--- src/tsu_pkg.sv ---
// Shared constants, types and configuration layout of the trigger synchronisation unit
package tsu_pkg;

   localparam int unsigned CLK_HZ     = 200_000_000;
   localparam int unsigned US_PER_S   = 1_000_000;
   localparam int unsigned CYC_PER_US = CLK_HZ / US_PER_S;
   localparam int unsigned SAMPLE_HZ  = 400;
   localparam int unsigned SAMPLE_DIV = CLK_HZ / SAMPLE_HZ;
   localparam int unsigned REF_HZ     = 1;
   localparam int unsigned REF_DIV    = CLK_HZ / REF_HZ;
   localparam int unsigned N_ENTRY    = 4;
   localparam int unsigned N_IN_LINE  = 2;
   localparam int unsigned CNT_W      = 32;

   typedef enum logic [1:0] {
      LINE_IN1,
      LINE_IN2,
      LINE_SW_REQ,
      LINE_OUT
   } tsu_line_t;

   typedef enum logic [1:0] {
      EDGE_RISE,
      EDGE_FALL,
      EDGE_BOTH
   } tsu_edge_t;

   typedef enum logic [2:0] {
      FN_NONE,
      FN_MARK,
      FN_LATEST,
      FN_START,
      FN_CLOCK_LOCK
   } tsu_func_t;

   typedef enum logic [1:0] {
      OUT_OFF,
      OUT_SAMPLE_TICK,
      OUT_REF_1HZ
   } tsu_out_mode_t;

   typedef struct packed {
      logic          enable;
      tsu_func_t     func;
      tsu_line_t     line;
      tsu_edge_t     edge_sel;
      logic [15:0]   skip_first;
      logic [15:0]   skip_factor;
      logic          once;
      logic          msg_en;
      logic [15:0]   delay_us;
   } tsu_entry_t;

   typedef struct packed {
      tsu_out_mode_t mode;
      logic [15:0]   pulse_us;
   } tsu_out_cfg_t;

   typedef struct packed {
      logic              valid;
      logic [CNT_W-1:0]  stamp;
   } tsu_msg_t;

endpackage : tsu_pkg

--- src/tsu_top.sv ---
// Trigger synchronisation unit: input conditioning, functions and output line
`timescale 1ns/1ps
`default_nettype none
module tsu_top #(
   parameter int unsigned SAMPLE_DIV = tsu_pkg::SAMPLE_DIV, // Cycles per 400 Hz sample
   parameter int unsigned REF_DIV    = tsu_pkg::REF_DIV     // Cycles per 1 Hz period
) (
   input  wire logic                    clk_i,               // 200 MHz clock
   input  wire logic                    srst_i,              // Sync reset, active high
   input  wire logic [tsu_pkg::N_IN_LINE-1:0] trigger_input_line_i, // Async pins
   input  wire logic                    software_request_line_i, // Software trigger pulse
   input  wire logic                    cfg_write_i,         // Load new config set
   input  wire tsu_pkg::tsu_entry_t [tsu_pkg::N_ENTRY-1:0] trigger_config_set_i, // Entries
   input  wire tsu_pkg::tsu_out_cfg_t   out_cfg_i,           // Output line config
   input  wire logic                    meas_mode_enter_i,   // New measurement mode pulse
   output logic                         trigger_output_line_o, // Output pin
   output logic                         sample_tick_o,       // 400 Hz sample pulse
   output logic                         data_out_strobe_o,   // Emit output record pulse
   output logic                         trigger_marker_flag_o, // Status word marker
   output tsu_pkg::tsu_msg_t            trigger_msg_o,       // Timestamped marker message
   output logic                         stream_active_o,     // Output streaming level
   output logic [tsu_pkg::N_ENTRY-1:0]  cfg_reject_o         // Entries refused
);
   // ****************************************************************
   // State
   // ****************************************************************
   typedef struct packed {
      logic [tsu_pkg::N_IN_LINE-1:0]       sync1;
      logic [tsu_pkg::N_IN_LINE-1:0]       sync2;
      tsu_pkg::tsu_entry_t [tsu_pkg::N_ENTRY-1:0] cfg;
      tsu_pkg::tsu_out_cfg_t               ocfg;
      logic [tsu_pkg::N_ENTRY-1:0]         act;
      logic                                restart;
      logic [tsu_pkg::CNT_W-1:0]           sdiv;
      logic [tsu_pkg::CNT_W-1:0]           rdiv;
      logic [tsu_pkg::CNT_W-1:0]           stamp;
      logic                                tick;
      logic                                strobe;
      logic                                marker;
      tsu_pkg::tsu_msg_t                   msg;
      logic                                streaming;
      logic                                out_start;
   } tsu_st_t;

   tsu_st_t                      st_q;
   tsu_st_t                      st_d;
   logic [tsu_pkg::N_ENTRY-1:0]  accept;
   logic [tsu_pkg::N_ENTRY-1:0]  act_new;
   logic                         out_pulse;

   // ****************************************************************
   // Configuration checks
   // ****************************************************************
   function automatic logic is_input(input tsu_pkg::tsu_line_t l);
      return (l == tsu_pkg::LINE_IN1) || (l == tsu_pkg::LINE_IN2);
   endfunction : is_input

   function automatic logic is_exclusive(input tsu_pkg::tsu_func_t f);
      return (f == tsu_pkg::FN_LATEST) || (f == tsu_pkg::FN_START);
   endfunction : is_exclusive

   // Decides whether entry idx may run alongside the others; lower index wins between exclusive functions, a clock-lock line clash refuses both
   function automatic logic entry_ok(
      input tsu_pkg::tsu_entry_t [tsu_pkg::N_ENTRY-1:0] c,
      input int unsigned                                idx
   );
      logic ok;
      ok = c[idx].enable && (c[idx].func != tsu_pkg::FN_NONE);
      // No function may use the output line; an entry on it is always refused
      if (c[idx].line == tsu_pkg::LINE_OUT) begin
         ok = 1'b0;
      end
      if (c[idx].func == tsu_pkg::FN_CLOCK_LOCK && !is_input(c[idx].line)) begin
         ok = 1'b0;
      end
      for (int unsigned j = 0; j < tsu_pkg::N_ENTRY; j++) begin
         if (j != idx && c[j].enable && c[j].line == c[idx].line && is_input(c[idx].line)) begin
            if (c[j].func == tsu_pkg::FN_CLOCK_LOCK || c[idx].func == tsu_pkg::FN_CLOCK_LOCK) begin
               ok = 1'b0;
            end
         end
         if (j < idx && c[j].enable && is_exclusive(c[j].func) && is_exclusive(c[idx].func)) begin
            ok = 1'b0;
         end
      end
      return ok;
   endfunction : entry_ok

   // ****************************************************************
   // Per-entry trigger qualifiers
   // ****************************************************************
   genvar gi;
   generate
      for (gi = 0; gi < tsu_pkg::N_ENTRY; gi++) begin : g_entry
         logic lvl;
         // Each entry taps its own line, so one function on both lines is two entries
         assign lvl = (st_q.cfg[gi].line == tsu_pkg::LINE_IN2) ? st_q.sync2[1] :
                      st_q.sync2[0];
         assign act_new[gi] = entry_ok(trigger_config_set_i, gi);

         tsu_trig_qual u_qual (
            .clk_i     (clk_i),
            .srst_i    (srst_i),
            .restart_i (st_q.restart),
            .cfg_i     (st_q.cfg[gi]),
            .active_i  (st_q.act[gi]),
            .lvl_i     (lvl),
            .sw_req_i  (software_request_line_i),
            .accept_o  (accept[gi])
         );
      end
   endgenerate

   // ****************************************************************
   // Function logic
   // ****************************************************************
   always_comb begin
      logic mark_any;
      logic msg_any;
      logic latest_any;
      logic start_any;
      logic lock_any;
      logic latest_mode;
      mark_any    = 1'b0;
      msg_any     = 1'b0;
      latest_any  = 1'b0;
      start_any   = 1'b0;
      lock_any    = 1'b0;
      latest_mode = 1'b0;
      st_d        = st_q;
      st_d.sync1  = trigger_input_line_i;
      st_d.sync2  = st_q.sync1;
      st_d.restart = cfg_write_i | meas_mode_enter_i;
      st_d.tick      = 1'b0;
      st_d.strobe    = 1'b0;
      st_d.out_start = 1'b0;
      st_d.msg.valid = 1'b0;
      st_d.stamp     = st_q.stamp + tsu_pkg::CNT_W'(1);

      if (cfg_write_i) begin
         st_d.cfg  = trigger_config_set_i;
         st_d.ocfg = out_cfg_i;
         st_d.act  = act_new;
      end

      for (int unsigned i = 0; i < tsu_pkg::N_ENTRY; i++) begin
         if (st_q.act[i]) begin
            case (st_q.cfg[i].func)
               tsu_pkg::FN_MARK: begin
                  mark_any = mark_any | accept[i];
                  msg_any  = msg_any | (accept[i] & st_q.cfg[i].msg_en);
               end
               tsu_pkg::FN_LATEST: begin
                  latest_mode = 1'b1;
                  latest_any  = latest_any | accept[i];
               end
               tsu_pkg::FN_START: begin
                  start_any = start_any | accept[i];
               end
               tsu_pkg::FN_CLOCK_LOCK: begin
                  lock_any = lock_any | accept[i];
               end
               default: begin
               end
            endcase
         end
      end

      // Sample clock; the reference edge restarts the phase so drift never accumulates
      if (lock_any || start_any || st_q.sdiv >= tsu_pkg::CNT_W'(SAMPLE_DIV - 1)) begin
         st_d.sdiv = '0;
         st_d.tick = 1'b1;
      end else begin
         st_d.sdiv = st_q.sdiv + tsu_pkg::CNT_W'(1);
      end
      if (lock_any || st_q.rdiv >= tsu_pkg::CNT_W'(REF_DIV - 1)) begin
         st_d.rdiv = '0;
      end else begin
         st_d.rdiv = st_q.rdiv + tsu_pkg::CNT_W'(1);
      end

      // Start mode holds streaming off until its trigger; other modes stream freely
      if (meas_mode_enter_i || cfg_write_i) begin
         st_d.streaming = 1'b1;
         for (int unsigned i = 0; i < tsu_pkg::N_ENTRY; i++) begin
            if (act_new[i] && trigger_config_set_i[i].func == tsu_pkg::FN_START) begin
               st_d.streaming = 1'b0;
            end
         end
      end else if (start_any) begin
         st_d.streaming = 1'b1;
      end

      if (latest_mode) begin
         st_d.strobe = latest_any;
      end else begin
         st_d.strobe = st_d.tick && (st_q.streaming || start_any);
      end

      // Marker covers one output record; a new mark on the strobe cycle survives
      if (mark_any) begin
         st_d.marker = 1'b1;
      end else if (st_q.strobe) begin
         st_d.marker = 1'b0;
      end
      if (msg_any) begin
         st_d.msg.valid = 1'b1;
         st_d.msg.stamp = st_q.stamp;
      end

      case (st_q.ocfg.mode)
         tsu_pkg::OUT_SAMPLE_TICK: st_d.out_start = st_d.tick;
         tsu_pkg::OUT_REF_1HZ:     st_d.out_start = (st_d.rdiv == '0);
         default:                  st_d.out_start = 1'b0;
      endcase
   end

   always_ff @(posedge clk_i) begin
      if (srst_i) begin
         st_q           <= '0;
         st_q.streaming <= 1'b1;
      end else begin
         st_q <= st_d;
      end
   end

   // ****************************************************************
   // Output line
   // ****************************************************************
   tsu_pulse_gen u_pulse (
      .clk_i      (clk_i),
      .srst_i     (srst_i),
      .start_i    (st_q.out_start),
      .width_us_i (st_q.ocfg.pulse_us),
      .pulse_o    (out_pulse)
   );

   assign trigger_output_line_o = out_pulse;
   assign sample_tick_o         = st_q.tick;
   assign data_out_strobe_o     = st_q.strobe;
   assign trigger_marker_flag_o = st_q.marker;
   assign trigger_msg_o         = st_q.msg;
   assign stream_active_o       = st_q.streaming;
   assign cfg_reject_o          = ~st_q.act;

endmodule : tsu_top
`default_nettype wire

--- src/tsu_trig_qual.sv ---
// One input configuration entry: edge detect, skip counts, one-shot and delay
`timescale 1ns/1ps
`default_nettype none
module tsu_trig_qual (
   input  wire logic              clk_i,      // 200 MHz clock
   input  wire logic              srst_i,     // Sync reset, active high
   input  wire logic              restart_i,  // Config rewrite or new mode
   input  wire tsu_pkg::tsu_entry_t cfg_i,    // Entry settings
   input  wire logic              active_i,   // Entry accepted by checks
   input  wire logic              lvl_i,      // Synchronised line level
   input  wire logic              sw_req_i,   // Software request pulse
   output logic                   accept_o    // Accepted trigger pulse
);
   typedef struct packed {
      logic                     prev;
      logic [15:0]              skip_cnt;
      logic [15:0]              phase;
      logic                     done;
      logic                     busy;
      logic [tsu_pkg::CNT_W-1:0] dly;
      logic                     fire;
   } tsu_qual_st_t;

   tsu_qual_st_t st_q;
   tsu_qual_st_t st_d;
   logic         hit;
   logic         rise;
   logic         fall;
   logic [tsu_pkg::CNT_W-1:0] dly_cyc;

   assign dly_cyc = tsu_pkg::CNT_W'(cfg_i.delay_us) * tsu_pkg::CNT_W'(tsu_pkg::CYC_PER_US);

   always_comb begin
      st_d      = st_q;
      st_d.prev = lvl_i;
      st_d.fire = 1'b0;
      rise      = lvl_i & ~st_q.prev;
      fall      = ~lvl_i & st_q.prev;
      case (cfg_i.edge_sel)
         tsu_pkg::EDGE_RISE: hit = rise;
         tsu_pkg::EDGE_FALL: hit = fall;
         tsu_pkg::EDGE_BOTH: hit = rise | fall;
         default:            hit = 1'b0;
      endcase
      if (cfg_i.line == tsu_pkg::LINE_SW_REQ) begin
         hit = sw_req_i;
      end
      hit = hit & active_i;
      if (restart_i) begin
         st_d.skip_cnt = '0;
         st_d.phase    = '0;
         st_d.done     = 1'b0;
         st_d.busy     = 1'b0;
      end else begin
         if (st_q.busy) begin
            if (st_q.dly <= tsu_pkg::CNT_W'(1)) begin
               st_d.busy = 1'b0;
               st_d.fire = 1'b1;
            end else begin
               st_d.dly = st_q.dly - tsu_pkg::CNT_W'(1);
            end
         end
         // Triggers during a pending delay are dropped, not queued
         if (hit && !st_q.done && !st_q.busy) begin
            if (st_q.skip_cnt < cfg_i.skip_first) begin
               st_d.skip_cnt = st_q.skip_cnt + 16'h0001;
            end else begin
               st_d.phase = (st_q.phase >= cfg_i.skip_factor) ? 16'h0000 :
                            st_q.phase + 16'h0001;
               if (st_q.phase == 16'h0000) begin
                  st_d.done = cfg_i.once;
                  if (dly_cyc == '0) begin
                     st_d.fire = 1'b1;
                  end else begin
                     st_d.busy = 1'b1;
                     st_d.dly  = dly_cyc;
                  end
               end
            end
         end
      end
   end

   always_ff @(posedge clk_i) begin
      if (srst_i) begin
         st_q <= '0;
      end else begin
         st_q <= st_d;
      end
   end

   assign accept_o = st_q.fire;

endmodule : tsu_trig_qual
`default_nettype wire

--- src/tsu_pulse_gen.sv ---
// Output pulse stretcher with width in microseconds
`timescale 1ns/1ps
`default_nettype none
module tsu_pulse_gen (
   input  wire logic        clk_i,     // 200 MHz clock
   input  wire logic        srst_i,    // Sync reset, active high
   input  wire logic        start_i,   // Start pulse
   input  wire logic [15:0] width_us_i,// Pulse width in microseconds
   output logic             pulse_o    // Registered output level
);
   typedef struct packed {
      logic                      out;
      logic [tsu_pkg::CNT_W-1:0] cnt;
   } tsu_pg_st_t;

   tsu_pg_st_t st_q;
   tsu_pg_st_t st_d;
   logic [tsu_pkg::CNT_W-1:0] w_cyc;

   assign w_cyc = tsu_pkg::CNT_W'(width_us_i) * tsu_pkg::CNT_W'(tsu_pkg::CYC_PER_US);

   always_comb begin
      st_d = st_q;
      if (start_i) begin
         // A zero width still gives a one-cycle pulse so no tick vanishes
         st_d.out = 1'b1;
         st_d.cnt = (w_cyc == '0) ? tsu_pkg::CNT_W'(1) : w_cyc;
      end else if (st_q.out) begin
         if (st_q.cnt <= tsu_pkg::CNT_W'(1)) begin
            st_d.out = 1'b0;
            st_d.cnt = '0;
         end else begin
            st_d.cnt = st_q.cnt - tsu_pkg::CNT_W'(1);
         end
      end
   end

   always_ff @(posedge clk_i) begin
      if (srst_i) begin
         st_q <= '0;
      end else begin
         st_q <= st_d;
      end
   end

   assign pulse_o = st_q.out;

endmodule : tsu_pulse_gen
`default_nettype wire

--- config.mk ---
export PLATFORM = sky130hd
export DESIGN_NAME = tsu_top
export DESIGN_NICKNAME = d
export VERILOG_FILES = /design/src/tsu_pkg.sv /design/src/tsu_top.sv /design/src/tsu_trig_qual.sv /design/src/tsu_pulse_gen.sv
export SDC_FILE = /design/constraint.sdc
export NUM_CORES = 2
export LEC_CHECK = 0
export BUFFER_PORTS_ARGS = -buffer_cell sky130_fd_sc_hd__buf_4
export CORE_MARGIN = 2
export CORE_UTILIZATION = 55
export DETAILED_ROUTE_END_ITERATION = 10
export GPL_TIMING_DRIVEN = 0
export PLACE_DENSITY = 0.74
export SLEW_MARGIN = 20
export SYNTH_ARGS = -nofsm -noshare
export SYNTH_HDL_FRONTEND = slang
export SYNTH_SLANG_ARGS = --single-unit
--- constraint.sdc ---
create_clock -name clk_i -period 11.83 [get_ports clk_i]
set_input_delay 0.5915 -clock clk_i [delete_from_list [all_inputs] [get_ports clk_i]]
set_output_delay 0.5915 -clock clk_i [all_outputs]
set_load 0.05 [all_outputs]
==> summary.txt <==
Floorplan
  – Die Y: 279.5 um
  – Core area: 75570 um2
  – I/O Pins: between 200 and 300
  – Starting Density: 0.5525
  – Die area: 78130 um2
  – Die Wd: 279.5 um
  – # rows: 101

Timing
  – Hold Vio Cnt, Final: 0
  – Setup TNS: 0 ns
  – Final setup viols: 0
  – Slew margin rel.: 0.2305
  – RSZ-0062 raised after global routing: no
  – Slew at the pin closest to its max-slew limit: between 1 and 1.5 ns
  – Max-slew violation count: 0
  – Fin crit period: around 5.5 ns
  – Fmax achieved: 182.6 MHz
  – Period Utilization, post-route: 0.4628
  – Clock skew: a little over 0.03 ns

Drt
  – ANT nets after route: 0
  – DRC errors left: 0
  – Average wire per standard cell: 18.22 um
  – Post-Route WL: 115100 um
  – DRT iter0 DRCs: 2781
  – Vias: 36.42k
  – Pre-Repair DR Iteration Count: 6
  – Avg Vias per Cell: 5.765

Power
  – VDD IR max: 0.1090 mV
  – Pwr dens: 123.6 nW/um2
  – Pleak: 21.10 nW

Clocking
  – Worst skew pair latency: 0.64 ns
  – Clock Path Buffers: 3
  – Htree depth: 3
  – # hold bufs at CTS: 0
  – Clk slew on worst S/H paths: 0.06 ns
  – Number of setup buffers added after CTS: 0
  – Post-cts resize count: 0
  – Num CTS Buffers: 77
  – Root buffer cell: clkbuf_16
  – CTS tree: built
  – Clock Sink Count: 694

Layout
  – Area grow syn2layout: 14.89%
  – Nets: 6014
  – Final core occ: 0.6348
  – Fraction of layout cells with a size suffix above 1: 0.09646

Worst setup path
  – Crit path max fanout: 10
  – Worst setup SP type: flop
  – Arrival time worst endpoint: around 6.0 ns
  – Crit path kind: flop to flop
  – Crit. End Element: flop
  – Data required, critical path: approximately 12 ns

Yosys
  – Seq/Total Area, Yosys: 0.3328
  – Post-synth EDFFs: 0
  – Asr flop ratio synth: 0
  – Netlist Area Pre-Place: approximately 42000 um2
  – Top post-synthesis cells by area: dfxtp_1 (33%), ha_1 (13%), mux2i_1 (7.2%)
  – Ys Warns: 0
  – Synth area leader: dfxtp_1
  – Syn Inst Count: 4888
  – Most frequent cell after synthesis: nor2_1
  – Dominant register cell in the synthesized netlist: dfxtp_1
  – Library cells used by synthesis: just over 90
  – Post-synthesis area per instance: ~8.5 um2
  – Post-synthesis register bit count: 694
  – Top-area cell type share of the netlist area: 0.3328
  – Most frequent cells after synthesis: nor2_1 (782), dfxtp_1 (694), ha_1 (427)

GRT
  – First-pass GRT wire length: 183100 um
  – GRT Max-Usage Layer: met2
  – Antenna violations before repair: 7
  – Vias in the first global route: 34.57k
  – Gr usage total: 0.2891
  – Met1 Use GR: 0.3894
  – Grt total ovfl: 0
  – Met2 Use GR: 0.4675
  – GR Util met3: 0.04879
  – Largest net degree at the start of global routing: 15

Placement
  – HPWL after detailed placement: 87590 um
  – Final GP Congestion: about 0.93
  – I/O Buffers: between 200 and 300

Hold path
  – Worst Hold Class: input pin to flop

Outcome
  – Outcome: complete, no violations

Run
  – Max_cap viols: 0
report_power, final:
part / internal, mW / switching (mW) / total [mW]
sequential: 2.40 / 0.0618 / 2.46
combinational: 0.376 / 0.540 / 0.916
clock: 1.50 / 1.05 / 2.55
total: 4.28 / 1.65 / 5.93
stage by stage:
| stage | std cells | area (um2) | power, mW | setup slack, ns | hold WS (ns) |
|---|---|---|---|---|---|
| floorplan | 4904 | 41810 | 3.120 | 7.513 | 0.4138 |
| global placement | 6172 | 45210 | 3.397 | 6.588 | 0.4484 |
| detailed placement | 6174 | 45240 | 3.414 | 6.562 | 0.4363 |
| CTS | 6317 | 47940 | 5.952 | 6.530 | 0.1551 |
| global route | 6317 | 47970 | 6.167 | 6.109 | 0.1837 |
| finish | 6318 | 47970 | 5.928 | 6.355 | 0.1827 |
layout make-up:
type | count | area [um2]
multi-input cells | 3713 | 25930
clock inverters | 36 | 480.5
clock buffers | 107 | 2222
repair buffers | 292 | 2196
fillers | 6473 | 27600
diodes | 1 | 2.502
plain buffers | 217 | 968.4
inverters | 280 | 1051
flip-flops and latches | 694 | 13890
well taps | 978 | 1224
flip-flops by register name, indices dropped and copies added, names as in the netlist:
name and flops:
st_q 350, g_entry.u_qual.st_q 268, trigger_msg_o 33, u_pulse.st_q 32, g_entry.u_qual.accept_o 4, st_d 2
data_out_strobe_o 1, sample_tick_o 1, stream_active_o 1, trigger_marker_flag_o 1, u_pulse.pulse_o 1
final timing paths:
kind	cells after the start	slack, ns	endpoint	from
setup / recovery	14	6.35	g_entry[2].u_qual.st_q[31]	st_q[285]
hold / removal	3	0.18	st_q[369]	trigger_config_set_i[212]
setup reg to reg	14	6.35	g_entry[2].u_qual.st_q[31]	st_q[285]
hold reg to reg	1	0.45	st_q[390]	st_d[390]
per-layer routing:
metal,vias to the layer above,share of wire
met5,-,0.00066
met2,1146,0.45
met4,12,0.035
li1,17970,-
met1,17080,0.45
met3,219,0.070
critical path, stage by stage, from the launching register on:
cell	delay, ns
dfxtp_1	0.44
ha_1	0.28
ha_1	0.31
fa_1	0.46
ha_1	0.41
a2111oi_0	0.50
o21a_1	0.19
o21ai_0	0.09
a31oi_1	0.30
nor3_1	0.08
a311oi_1	0.67
a41oi_1	0.60
nand2_1	0.52
nand2_1	0.33
nor2_1	0.22
cell usage in the layout (no fill, tap or decap), types with 55 or more instances in the layout:
| master | Yosys | layout |
|---|---|---|
| a211oi_1 | 57 | 57 |
| a21o_1 | 67 | 67 |
| a21oi_1 | 219 | 219 |
| and3_1 | 71 | 71 |
| buf_4 | 33 | 324 |
| clkbuf_1 | 154 | 166 |
| clkbuf_16 | 0 | 79 |
| dfxtp_1 | 694 | 694 |
| fa_1 | 55 | 55 |
| ha_1 | 427 | 427 |
| inv_1 | 279 | 279 |
| mux2i_1 | 302 | 302 |
| nand2_1 | 259 | 259 |
| nand3_1 | 123 | 123 |
| nand4_1 | 82 | 82 |
| nor2_1 | 782 | 781 |
| nor3_1 | 116 | 116 |
| nor4_1 | 65 | 64 |
| o21ai_0 | 195 | 195 |
| or3_1 | 67 | 67 |
| xnor2_1 | 131 | 131 |
| xor2_1 | 148 | 148 |
kinds of logic (layout without fill, tap and decap cells):
| logic type | Yosys count | after routing | synth area share |
|---|---|---|---|
| muxes | 306 | 306 | 0.07348 |
| xor gates and xnor gates | 279 | 279 | 0.05853 |
| other | 1 | 18 | 0.00008982 |
| adders and majority gates | 482 | 482 | 0.1543 |
| AOI/OAI and AO/OA | 842 | 842 | 0.1290 |
| buffers and inverters | 497 | 932 | 0.04828 |
| and+or+nand+nor | 1787 | 1787 | 0.2035 |
| DFF | 694 | 694 | 0.3328 |
Power figures use the tool's default switching activity.
